[src/rtl/pwm_timer_pkg.sv]
// Constants for the center-aligned pwm timer block
package pwm_timer_pkg;
    localparam int CNT_W = 16;
    localparam int NUM_CH = 2;
    localparam int PS_W = 3;
    localparam int ADDR_W = 12;
    // Register byte offsets
    localparam logic [11:0] OFF_CTRL = 12'h000;
    localparam logic [11:0] OFF_CNT_HI = 12'h004;
    localparam logic [11:0] OFF_CNT_LO = 12'h008;
    localparam logic [11:0] OFF_MOD_HI = 12'h00C;
    localparam logic [11:0] OFF_MOD_LO = 12'h010;
    localparam logic [11:0] OFF_CH_BASE = 12'h020;
    localparam logic [11:0] OFF_CH_STRIDE = 12'h008;
    localparam logic [11:0] OFF_CH_LO = 12'h004;
    // Control register fields
    localparam int CTRL_PS_LSB = 0;
    localparam int CTRL_EN_BIT = 3;
    localparam int CTRL_CPWM_BIT = 4;
    localparam int CTRL_UP_BIT = 5;
    localparam int CTRL_POL_LSB = 8;
    // Reset values, counter step and read default
    localparam logic [15:0] CNT_RST = 16'h0000;
    localparam logic [15:0] MOD_RST = 16'hFFFF;
    localparam logic [15:0] CHV_RST = 16'h0000;
    localparam logic [2:0] PS_RST = 3'h0;
    localparam logic [6:0] DIV_RST = 7'h00;
    localparam logic [15:0] CNT_ONE = 16'h0001;
    localparam logic [31:0] RD_ZERO = 32'h0000_0000;
endpackage : pwm_timer_pkg

[src/rtl/pwm_prescaler.sv]
// Free-running prescaler producing one-cycle count ticks
`timescale 1ns/1ps
module pwm_prescaler
(
    // Clock and reset
    input  wire logic       sys_clk_i,
    input  wire logic       nrst_i,
    // Control
    input  wire logic       run_i,
    input  wire logic [2:0] prescale_select_i,
    // Tick out
    output logic            tick_o
);
    logic [6:0] div_q;
    logic [6:0] div_d;
    logic [7:0] mask;
    logic       hit;

    // Divider stages are never cleared on a select change
    assign div_d = run_i ? div_q + 7'h01 : div_q;
    // Ratio is 2^code: code 0 divides by one, code 1 by two
    assign mask = (8'h01 << prescale_select_i) - 8'h01;
    assign hit = run_i && ((div_q & mask[6:0]) == mask[6:0]);

    always_ff @(posedge sys_clk_i)
    begin
        if (!nrst_i)
        begin
            div_q  <= pwm_timer_pkg::DIV_RST;
            tick_o <= 1'b0;
        end
        else
        begin
            div_q  <= div_d;
            tick_o <= hit;
        end
    end
endmodule : pwm_prescaler

[src/rtl/center_aligned_pwm_timer.sv]
// Center-aligned pwm timer with APB register access
//
// Our own choices: the APB interface to the registers and the address map.
`timescale 1ns/1ps
module center_aligned_pwm_timer
(
    // Clock and reset
    input  wire logic        sys_clk_i,
    input  wire logic        nrst_i,
    // APB slave
    input  wire logic        psel_i,
    input  wire logic        penable_i,
    input  wire logic        pwrite_i,
    input  wire logic [11:0] paddr_i,
    input  wire logic [31:0] pwdata_i,
    output logic [31:0]      prdata_o,
    output logic             pready_o,
    output logic             pslverr_o,
    // Channel pins
    output logic [1:0]       pwm_o
);
    localparam int NCH = pwm_timer_pkg::NUM_CH;

    logic [15:0] counter_value_q;
    logic [15:0] counter_value_d;
    logic [15:0] modulo_value_q;
    logic [2:0]  prescale_select_q;
    logic        run_q;
    logic        cpwm_q;
    logic        down_q;
    logic        down_d;
    logic [NCH-1:0] pol_q;
    logic [15:0] chv_q [NCH];
    logic [NCH-1:0] out_q;
    logic [7:0]  cnt_hi_latch_q;
    logic [7:0]  chv_hi_buf_q [NCH];
    logic [7:0]  mod_hi_buf_q;
    logic        tick;
    logic        at_mod;
    logic        at_zero;

    // Bus decode
    logic        wr_en;
    logic        rd_en;
    logic [31:0] rd_data;
    logic        rd_hit;
    logic [NCH-1:0] ch_hi_sel;
    logic [NCH-1:0] ch_lo_sel;

    function automatic logic [11:0] ch_addr(input int idx,
                                            input logic lo);
        logic [11:0] base;
        base = pwm_timer_pkg::OFF_CH_BASE
             + 12'(idx) * pwm_timer_pkg::OFF_CH_STRIDE;
        ch_addr = lo ? base + pwm_timer_pkg::OFF_CH_LO : base;
    endfunction : ch_addr

    assign wr_en = psel_i && penable_i && pwrite_i;
    assign rd_en = psel_i && !penable_i && !pwrite_i;

    pwm_prescaler u_prescaler
    (
        .sys_clk_i         (sys_clk_i),
        .nrst_i            (nrst_i),
        .run_i             (run_q),
        .prescale_select_i (prescale_select_q),
        .tick_o            (tick)
    );

    // Counter direction and wrap
    // Period boundary is the up-count arrival at modulo, where the
    // direction turns; the pulse is then centred on the zero count
    assign at_mod  = counter_value_q == modulo_value_q;
    assign at_zero = counter_value_q == pwm_timer_pkg::CNT_RST;

    always_comb
    begin
        counter_value_d = counter_value_q;
        down_d = down_q;
        if (tick)
        begin
            if (cpwm_q)
            begin
                // Reversal happens on the tick after each end value,
                // so zero and modulo each last one tick
                if (!down_q && at_mod)
                begin
                    down_d = 1'b1;
                    counter_value_d = counter_value_q - pwm_timer_pkg::CNT_ONE;
                end
                else if (down_q && at_zero)
                begin
                    down_d = 1'b0;
                    counter_value_d = counter_value_q + pwm_timer_pkg::CNT_ONE;
                end
                else if (down_q)
                    counter_value_d = counter_value_q - pwm_timer_pkg::CNT_ONE;
                else
                    counter_value_d = counter_value_q + pwm_timer_pkg::CNT_ONE;
            end
            else
            begin
                down_d = 1'b0;
                counter_value_d = at_mod ? pwm_timer_pkg::CNT_RST
                    : counter_value_q + pwm_timer_pkg::CNT_ONE;
            end
        end
    end

    // Output flops per channel
    for (genvar c = 0; c < NCH; c++)
    begin : g_ch
        logic match;
        logic neg;
        logic broken;
        logic act_lvl;
        assign match = chv_q[c] == counter_value_q;
        assign neg = chv_q[c][pwm_timer_pkg::CNT_W-1];
        // Silicon shows zero duty at modulo and modulo-1
        assign broken = (chv_q[c] == modulo_value_q)
            || (chv_q[c] + pwm_timer_pkg::CNT_ONE == modulo_value_q);
        assign act_lvl = !pol_q[c];
        assign ch_hi_sel[c] = paddr_i == ch_addr(c, 1'b0);
        assign ch_lo_sel[c] = paddr_i == ch_addr(c, 1'b1);

        always_ff @(posedge sys_clk_i)
        begin
            if (!nrst_i)
                out_q[c] <= 1'b0;
            else if (tick && cpwm_q)
            begin
                // Only a compare event or a negative or zero-duty value moves the flop; start at zero
                // is mid-period so first half period looks idle
                if (neg || broken)
                    out_q[c] <= ~act_lvl;
                else if (match)
                    out_q[c] <= down_q ? act_lvl : ~act_lvl;
            end
            else if (tick && !cpwm_q)
            begin
                // Edge mode uses the live value; a zero-to-nonzero
                // write may miss the boundary and lag a period
                if (at_mod && chv_q[c] != pwm_timer_pkg::CHV_RST)
                    out_q[c] <= act_lvl;
                else if (match)
                    out_q[c] <= ~act_lvl;
            end
        end
    end

    // Read mux; output flops are not readable
    always_comb
    begin
        rd_data = pwm_timer_pkg::RD_ZERO;
        rd_hit = 1'b1;
        if (paddr_i == pwm_timer_pkg::OFF_CTRL)
        begin
            rd_data[pwm_timer_pkg::CTRL_PS_LSB +: 3] = prescale_select_q;
            rd_data[pwm_timer_pkg::CTRL_EN_BIT] = run_q;
            rd_data[pwm_timer_pkg::CTRL_CPWM_BIT] = cpwm_q;
            rd_data[pwm_timer_pkg::CTRL_UP_BIT] = !down_q;
            rd_data[pwm_timer_pkg::CTRL_POL_LSB +: NCH] = pol_q;
        end
        else if (paddr_i == pwm_timer_pkg::OFF_CNT_HI)
            rd_data[7:0] = counter_value_q[15:8];
        else if (paddr_i == pwm_timer_pkg::OFF_CNT_LO)
            rd_data[7:0] = cnt_hi_latch_q;
        else if (paddr_i == pwm_timer_pkg::OFF_MOD_HI)
            rd_data[7:0] = modulo_value_q[15:8];
        else if (paddr_i == pwm_timer_pkg::OFF_MOD_LO)
            rd_data[7:0] = modulo_value_q[7:0];
        else
        begin
            rd_hit = 1'b0;
            for (int i = 0; i < NCH; i++)
            begin
                if (ch_hi_sel[i])
                begin
                    rd_data[7:0] = chv_q[i][15:8];
                    rd_hit = 1'b1;
                end
                else if (ch_lo_sel[i])
                begin
                    rd_data[7:0] = chv_q[i][7:0];
                    rd_hit = 1'b1;
                end
            end
        end
    end

    // Registers and bus answer
    always_ff @(posedge sys_clk_i)
    begin
        if (!nrst_i)
        begin
            counter_value_q   <= pwm_timer_pkg::CNT_RST;
            modulo_value_q    <= pwm_timer_pkg::MOD_RST;
            prescale_select_q <= pwm_timer_pkg::PS_RST;
            run_q             <= 1'b0;
            cpwm_q            <= 1'b0;
            down_q            <= 1'b0;
            pol_q             <= '0;
            cnt_hi_latch_q    <= '0;
            mod_hi_buf_q      <= '0;
            pready_o          <= 1'b0;
            pslverr_o         <= 1'b0;
            prdata_o          <= pwm_timer_pkg::RD_ZERO;
            for (int i = 0; i < NCH; i++)
            begin
                chv_q[i]        <= pwm_timer_pkg::CHV_RST;
                chv_hi_buf_q[i] <= '0;
            end
        end
        else
        begin
            counter_value_q <= counter_value_d;
            down_q <= down_d;
            // No wait state: answer lands on the first access cycle
            pready_o  <= psel_i && !penable_i;
            pslverr_o <= psel_i && !penable_i && !rd_hit;
            if (rd_en)
                prdata_o <= rd_data;
            // Reading the high byte freezes the low byte for a
            // coherent 16-bit read
            if (rd_en && paddr_i == pwm_timer_pkg::OFF_CNT_HI)
                cnt_hi_latch_q <= counter_value_q[7:0];
            if (wr_en && pready_o)
            begin
                if (paddr_i == pwm_timer_pkg::OFF_CTRL)
                begin
                    prescale_select_q <=
                        pwdata_i[pwm_timer_pkg::CTRL_PS_LSB +: 3];
                    run_q  <= pwdata_i[pwm_timer_pkg::CTRL_EN_BIT];
                    cpwm_q <= pwdata_i[pwm_timer_pkg::CTRL_CPWM_BIT];
                    pol_q  <= pwdata_i[pwm_timer_pkg::CTRL_POL_LSB +: NCH];
                end
                else if (paddr_i == pwm_timer_pkg::OFF_CNT_HI
                      || paddr_i == pwm_timer_pkg::OFF_CNT_LO)
                    counter_value_q <= pwm_timer_pkg::CNT_RST;
                else if (paddr_i == pwm_timer_pkg::OFF_MOD_HI)
                    mod_hi_buf_q <= pwdata_i[7:0];
                else if (paddr_i == pwm_timer_pkg::OFF_MOD_LO)
                    modulo_value_q <= {mod_hi_buf_q, pwdata_i[7:0]};
                for (int i = 0; i < NCH; i++)
                begin
                    if (ch_hi_sel[i])
                        chv_hi_buf_q[i] <= pwdata_i[7:0];
                    else if (ch_lo_sel[i])
                        chv_q[i] <= {chv_hi_buf_q[i], pwdata_i[7:0]};
                end
            end
        end
    end

    assign pwm_o = out_q;
endmodule : center_aligned_pwm_timer

[config.mk]
export PLATFORM = sky130hd
export DESIGN_NAME = center_aligned_pwm_timer
export DESIGN_NICKNAME = d
export VERILOG_FILES = /design/src/rtl/pwm_timer_pkg.sv /design/src/rtl/pwm_prescaler.sv /design/src/rtl/center_aligned_pwm_timer.sv
export SDC_FILE = /design/constraint.sdc
export NUM_CORES = 1
export LEC_CHECK = 0
export ABC_AREA = 1
export BUFFER_PORTS_ARGS = -buffer_cell sky130_fd_sc_hd__buf_2
export CAP_MARGIN = 20
export CORE_UTILIZATION = 55
export DETAILED_ROUTE_END_ITERATION = 12
export PLACE_DENSITY = 0.77
export SLEW_MARGIN = 5
export SYNTH_ARGS = -nofsm -noshare
export SYNTH_HDL_FRONTEND = slang
export SYNTH_HIERARCHICAL = 1
export SYNTH_SLANG_ARGS = --single-unit
[constraint.sdc]
create_clock -name sys_clk_i -period 5.4 [get_ports sys_clk_i]
set_input_delay 0.54 -clock sys_clk_i [delete_from_list [all_inputs] [get_ports sys_clk_i]]
set_output_delay 0.54 -clock sys_clk_i [all_outputs]
set_load 0.005 [all_outputs]
* Yosys cells after proc, flatten, opt, wreduce, memory -nomap -nowiden *
Memories as Yosys holds them, arrays and structs flattened.
Cells that the tools add are included.
Widths: inputs -> output; s select.

operators by class
  reductions and logical operators = 39
  add/subtract/negate cells = 6
  equal/unequal tests = 19
  bitwise logic cells = 8
  shift-type cells = 1
  mux-type cells = 68

operator list
  cell                   count
  $mux 16                11
  $eq 16x16->1           7
  $mux 8                 10
  $add 16x1->16 const B  3
  $eq 12x6->1 const B    4
  $mux 1                 44
  $reduce_bool 16->1     2
  $eq 12x4->1 const B    2
  $logic_not 16->1       1
  $sub 16x1->16 const B  1
  $logic_and 1x1->1      14
  $eq 12x3->1 const B    1
  $eq 12x5->1 const B    1
  $logic_not 12->1       1
  $add 7x1->7 const B    1
  $and 7x7->7            1
  $eq 7x7->1             1
  $logic_not 1->1        7
  $shl 1x3->7 const A    1
  $sub 7x1->7 const B    1
  $mux 6                 1
  $ne 3x2->1 const B     2
  $reduce_and 3->1       2
  $reduce_bool 3->1      2
  9 further kinds        20

storage, ports and cells
  RAM bits = 48
  memories = 2
  bits in registers = 78

memory list
  name          depth  bits a word  read ports  clocked after Yosys merged registers in  wr ports  RTL line                        source
  chv_q         2      16           2           0                                        2         center_aligned_pwm_timer.sv:33  logic [15:0] chv_q [NCH];
  chv_hi_buf_q  2      8            2           0                                        2         center_aligned_pwm_timer.sv:36  logic [7:0] chv_hi_buf_q [NCH];

* Longest topological paths before layout *
  depth in word-level cells = 12
  mapped depth = 18
  gate-level depth less buffers = 18

* Cells and area by module *
The synthesis kept the hierarchy.

modules (own cells, without submodules)
  module                    instances  cells each  area each (µm²)
  center_aligned_pwm_timer  1          1200        8415.6
  pwm_prescaler             1          83          506.7

* Worst setup path after synthesis *
OpenSTA, ideal clock, no wires.

  kind = input to register
  start = in paddr_i[7]
  end = mem chv_q[0][0] (enable)
  buffers on the path = 1
  library setup time = 0.411 ns
  stages = 6
  slack = 2.627 ns
  arrival = 2.362 ns
  cell sequence = nor2_1 -> nand3_1 -> nor2_1 -> nand2_1 -> clkbuf_1 -> o21ai_0

RTL lines
  item                RTL line                        source
  start: declaration  center_aligned_pwm_timer.sv:14  input wire logic [11:0] paddr_i,
  end: declaration    center_aligned_pwm_timer.sv:33

* Final worst setup path *
  start = reg u_prescaler.tick_o
  end = reg counter_value_q[14]

between the ends
  cells in the longest elaborated chain, start to end = 4

ends and longest elaborated chain
  item                      RTL line                         source
  start: declaration        pwm_prescaler.sv:12              output logic tick_o
  start signal: assignment  pwm_prescaler.sv:35              tick_o <= hit;
  $mux 16 (*)               center_aligned_pwm_timer.sv:80   if (tick)
  $mux 16                   center_aligned_pwm_timer.sv:237  else if (paddr_i == pwm_timer_pkg::OFF_CNT_HI
  $mux 16                   center_aligned_pwm_timer.sv:229  if (paddr_i == pwm_timer_pkg::OFF_CTRL)
  $mux 16 (*)               center_aligned_pwm_timer.sv:227  if (wr_en && pready_o)
  end signal: assignment    center_aligned_pwm_timer.sv:196  counter_value_q <= pwm_timer_pkg::CNT_RST;
  end signal: assignment    center_aligned_pwm_timer.sv:216  counter_value_q <= counter_value_d;
  end signal: assignment    center_aligned_pwm_timer.sv:239  counter_value_q <= pwm_timer_pkg::CNT_RST;
  end: declaration          center_aligned_pwm_timer.sv:24   logic [15:0] counter_value_q;

Every way passes the cells marked *; elsewhere a longest branch is shown, timed or not.
A chain may end at the register's enable or synchronous reset.

==> metrics.cfg <==
[outcome]
status=finished, final reports clean

[yosys]
ys_warn_count=6
synth_top_cell_by_area=dfxtp_1
synth-seq-cells=126
synth_edf_count=48
synthCells=1283
yosysTopAreaCellShare_pct=17.50
synth_area_leaders=dfxtp_1 (18%), edfxtp_1 (16%), nand2_1 (12%)
syn_avg_cell_area_sq_um=6.954
synth_async_sr_flop_share_pct=0
synthesis.area_sq_mm=0.008922
seq_area_frac_synth_pct=33.66
synth_cell_types=61
synth_ff_type=dfxtp_1

[cts]
post_cts_resized=0
cts_buffers=17
cts.clk_slew.worst_paths_ps=60
cts_hold_buf=0
root_buffer=clkbuf_16
cts_setup_buffers=0
clk_path_buf_depth=2
cts_sinks=126
cts_max_level=4
clk_latency_ps=440
cts_tree=done

[placement]
dpl_worst_slack_ps=2575
place_area_sq_mm=0.009050
place_hpwl_um=20170
placed_cells=1489
gp_congestion=1.037
numPortBuffers=40

[critical_path]
r2r_slack_ps=2900
worstPathMaxFanout=18
required_ps=5770
crit_chain=inv_1 -> nor3_2 -> nand3_1 -> nor3_1 -> nand2_1 -> xor2_1 -> o21ai_0 -> a21oi_1
worstRegToRegCells=8
rr_startpoint=u_prescaler/tick_o$_SDFF_PN0_
critPathLaunchType=register
worstPathArrival_ps=2870
r2r-end=counter_value_q[14]$_SDFF_PN0_
crit_type=reg -> reg
critPathCaptureType=register
crit_path_top_delay_cell=dfxtp_1
critPathMaxStageDelay_ps=800

[route]
post_drt_wl_per_cell_um=17.81
ant_nets=0
drtIter0Drc=753
drc=0
vias=8491
viasPerCell=5.575
drt-total-wl_um=27120
detail_route.first_pass.iterations=5

[global_route]
grt_overflow=0
grt_pass1_wl_um=41830
grt_pass1_vias=7597
antenna_found_initial=0
grt_max_degree=43
grt_usage_pct=33.83

[floorplan]
fp.dieH_um=129.4
pin_count=85
start_util_pct=56.17
design.core.area_sq_mm=0.01589
die-width_um=129.4
dieArea_sq_mm=0.01674
rows=46

[pwr]
seq_power_share_pct=43.6
vdd.ir_drop.worst_uv=329.7
p_per_area_mw_per_mm2=242.2
p_sw_uw=606.4
finalPower_mw=2.344
swShare_pct=25.87
intPower_mw=1.738
power_frac_comb_pct=4.7
p_clk_share_pct=51.7
power.leakage_nw=4.276

[cells_and_area]
final_core_util_pct=60.92
syn2layout_area_growth_pct=8.470
layout_common_cells=nand2_1 (292), inv_1 (163), nor2_1 (158), dfxtp_1 (78), nand3_1 (71)
nets=1352
layout_commonest_cell=nand2_1
drive_gt1_share_pct=10.86
stdcell_area_sq_mm=0.009678
antenna_cells=0
fin_cells=1523
fillers=1444

[worst_hold_path]
hold_end=pol_q[0]$_SDFFE_PN0P_
hold_depth=3
hold_path.startpoint=pwdata_i[8]
hold_path.class=in -> reg

[timing]
slew_viol_final=0
max_freq_ghz=0.3998
holdWs_ps=388.0
slew_headroom_pct=33.20
setup_tns_ps=0
period_share_pct=46.32
skew_ps=9.596
layout_min_cycle_time_ps=2501
grt_setup_unrepaired=no
setup_ws_ps=2899
setup_viol=0
hold_viol=0
tightest_slew_ps=999.5

[run]
drv_cap=0

==> registers in the layout, summed over array words and instances (netlist names), 2 cells and up <==
signal	count
mod_hi_buf_q	8
chv_hi_buf_q	16
pwm_o	2
prdata_o	10
pol_q	2
prescale_select_q	3
u_prescaler/div_q	7
modulo_value_q	16
counter_value_q	16
chv_q	32
cnt_hi_latch_q	8
==> per-layer routing <==
layer	track usage (%)	vias to the layer above	wire length, um
met4	16.12	0	1079
met5	0	-	0
met2	52.66	398	12130
met3	7.102	75	2347
li1	-	4154	-
met1	44.88	3864	11560
==> synthesized netlist by cell type, types with 5 or more instances <==
master	n
nor3_2	5
a211oi_1	12
inv_2	8
ha_1	9
nor2_1	158
clkbuf_1	17
a21oi_1	57
buf_4	31
o22ai_1	7
dfxtp_1	78
nand2_1	292
o221ai_1	6
nor4_1	8
inv_1	163
nand2_2	6
nand4_1	32
a221oi_1	5
edfxtp_1	48
o21ai_0	52
nor2_2	8
nor2_4	9
xor2_1	47
nand3_1	71
buf_2	19
o211ai_1	24
nand3_2	8
xnor2_1	27
nor3_1	21
==> worst max path at each step <==
stage / cells past startpoint / to / startpoint
CTS: 8 / counter_value_q[14]$_SDFF_PN0_ / u_prescaler/tick_o$_SDFF_PN0_
floorplan: 6 / chv_q[0][0]$_DFFE_PP_ / paddr_i[7]
global route: 8 / counter_value_q[14]$_SDFF_PN0_ / u_prescaler/tick_o$_SDFF_PN0_
detailed placement: 6 / chv_hi_buf_q[0][1]$_DFFE_PP_ / paddr_i[1]
finish: 8 / counter_value_q[14]$_SDFF_PN0_ / u_prescaler/tick_o$_SDFF_PN0_
global placement: 6 / chv_hi_buf_q[0][9]$_DFFE_PP_ / paddr_i[7]
==> power by group through the flow <==
stage	combinational (mW)	sequential, mW	clock (mW)
4_1_cts	0.109	1.02	1.21
3_5_place_dp	0.109	1.04	0
6_report	0.111	1.02	1.21
2_1_floorplan	0.0858	1.03	0
3_3_place_gp	0.107	1.04	0
5_1_grt	0.125	1.02	1.25
==> worst max-delay path, delay by kind of cell, from the launching register on <==
kind / cells / cell delay (ps)
AOI/OAI and AO/OA: 2 / 260
xor gates and xnor gates: 1 / 130
buffers and inverters: 1 / 380
DFF: 1 / 800
and+or+nand+nor: 4 / 850
==> kinds of logic after synthesis <==
family / Yosys count / share of synthesized area (%)
simple gates: 636 / 32.55
buf+inv: 255 / 12.83
compound gates: 181 / 12.21
flops: 126 / 33.66
xor+xnor: 75 / 7.446
fa+ha+maj: 9 / 1.262
other cells: 1 / 0.04203
==> cell type report <==
| class | instances | area, sq um | area share, % |
|---|---|---|---|
| multi-input cells | 923 | 4853 | 50.15 |
| flip-flops and latches | 126 | 3003 | 31.03 |
| inverters | 179 | 685.7 | 7.085 |
| clock buffers | 17 | 425.4 | 4.396 |
| well taps | 216 | 270.3 | 2.793 |
| repair buffers | 47 | 247.7 | 2.560 |
| clock inverters | 15 | 192.7 | 1.991 |
No activity file was read; power rests on OpenSTA's default activity.
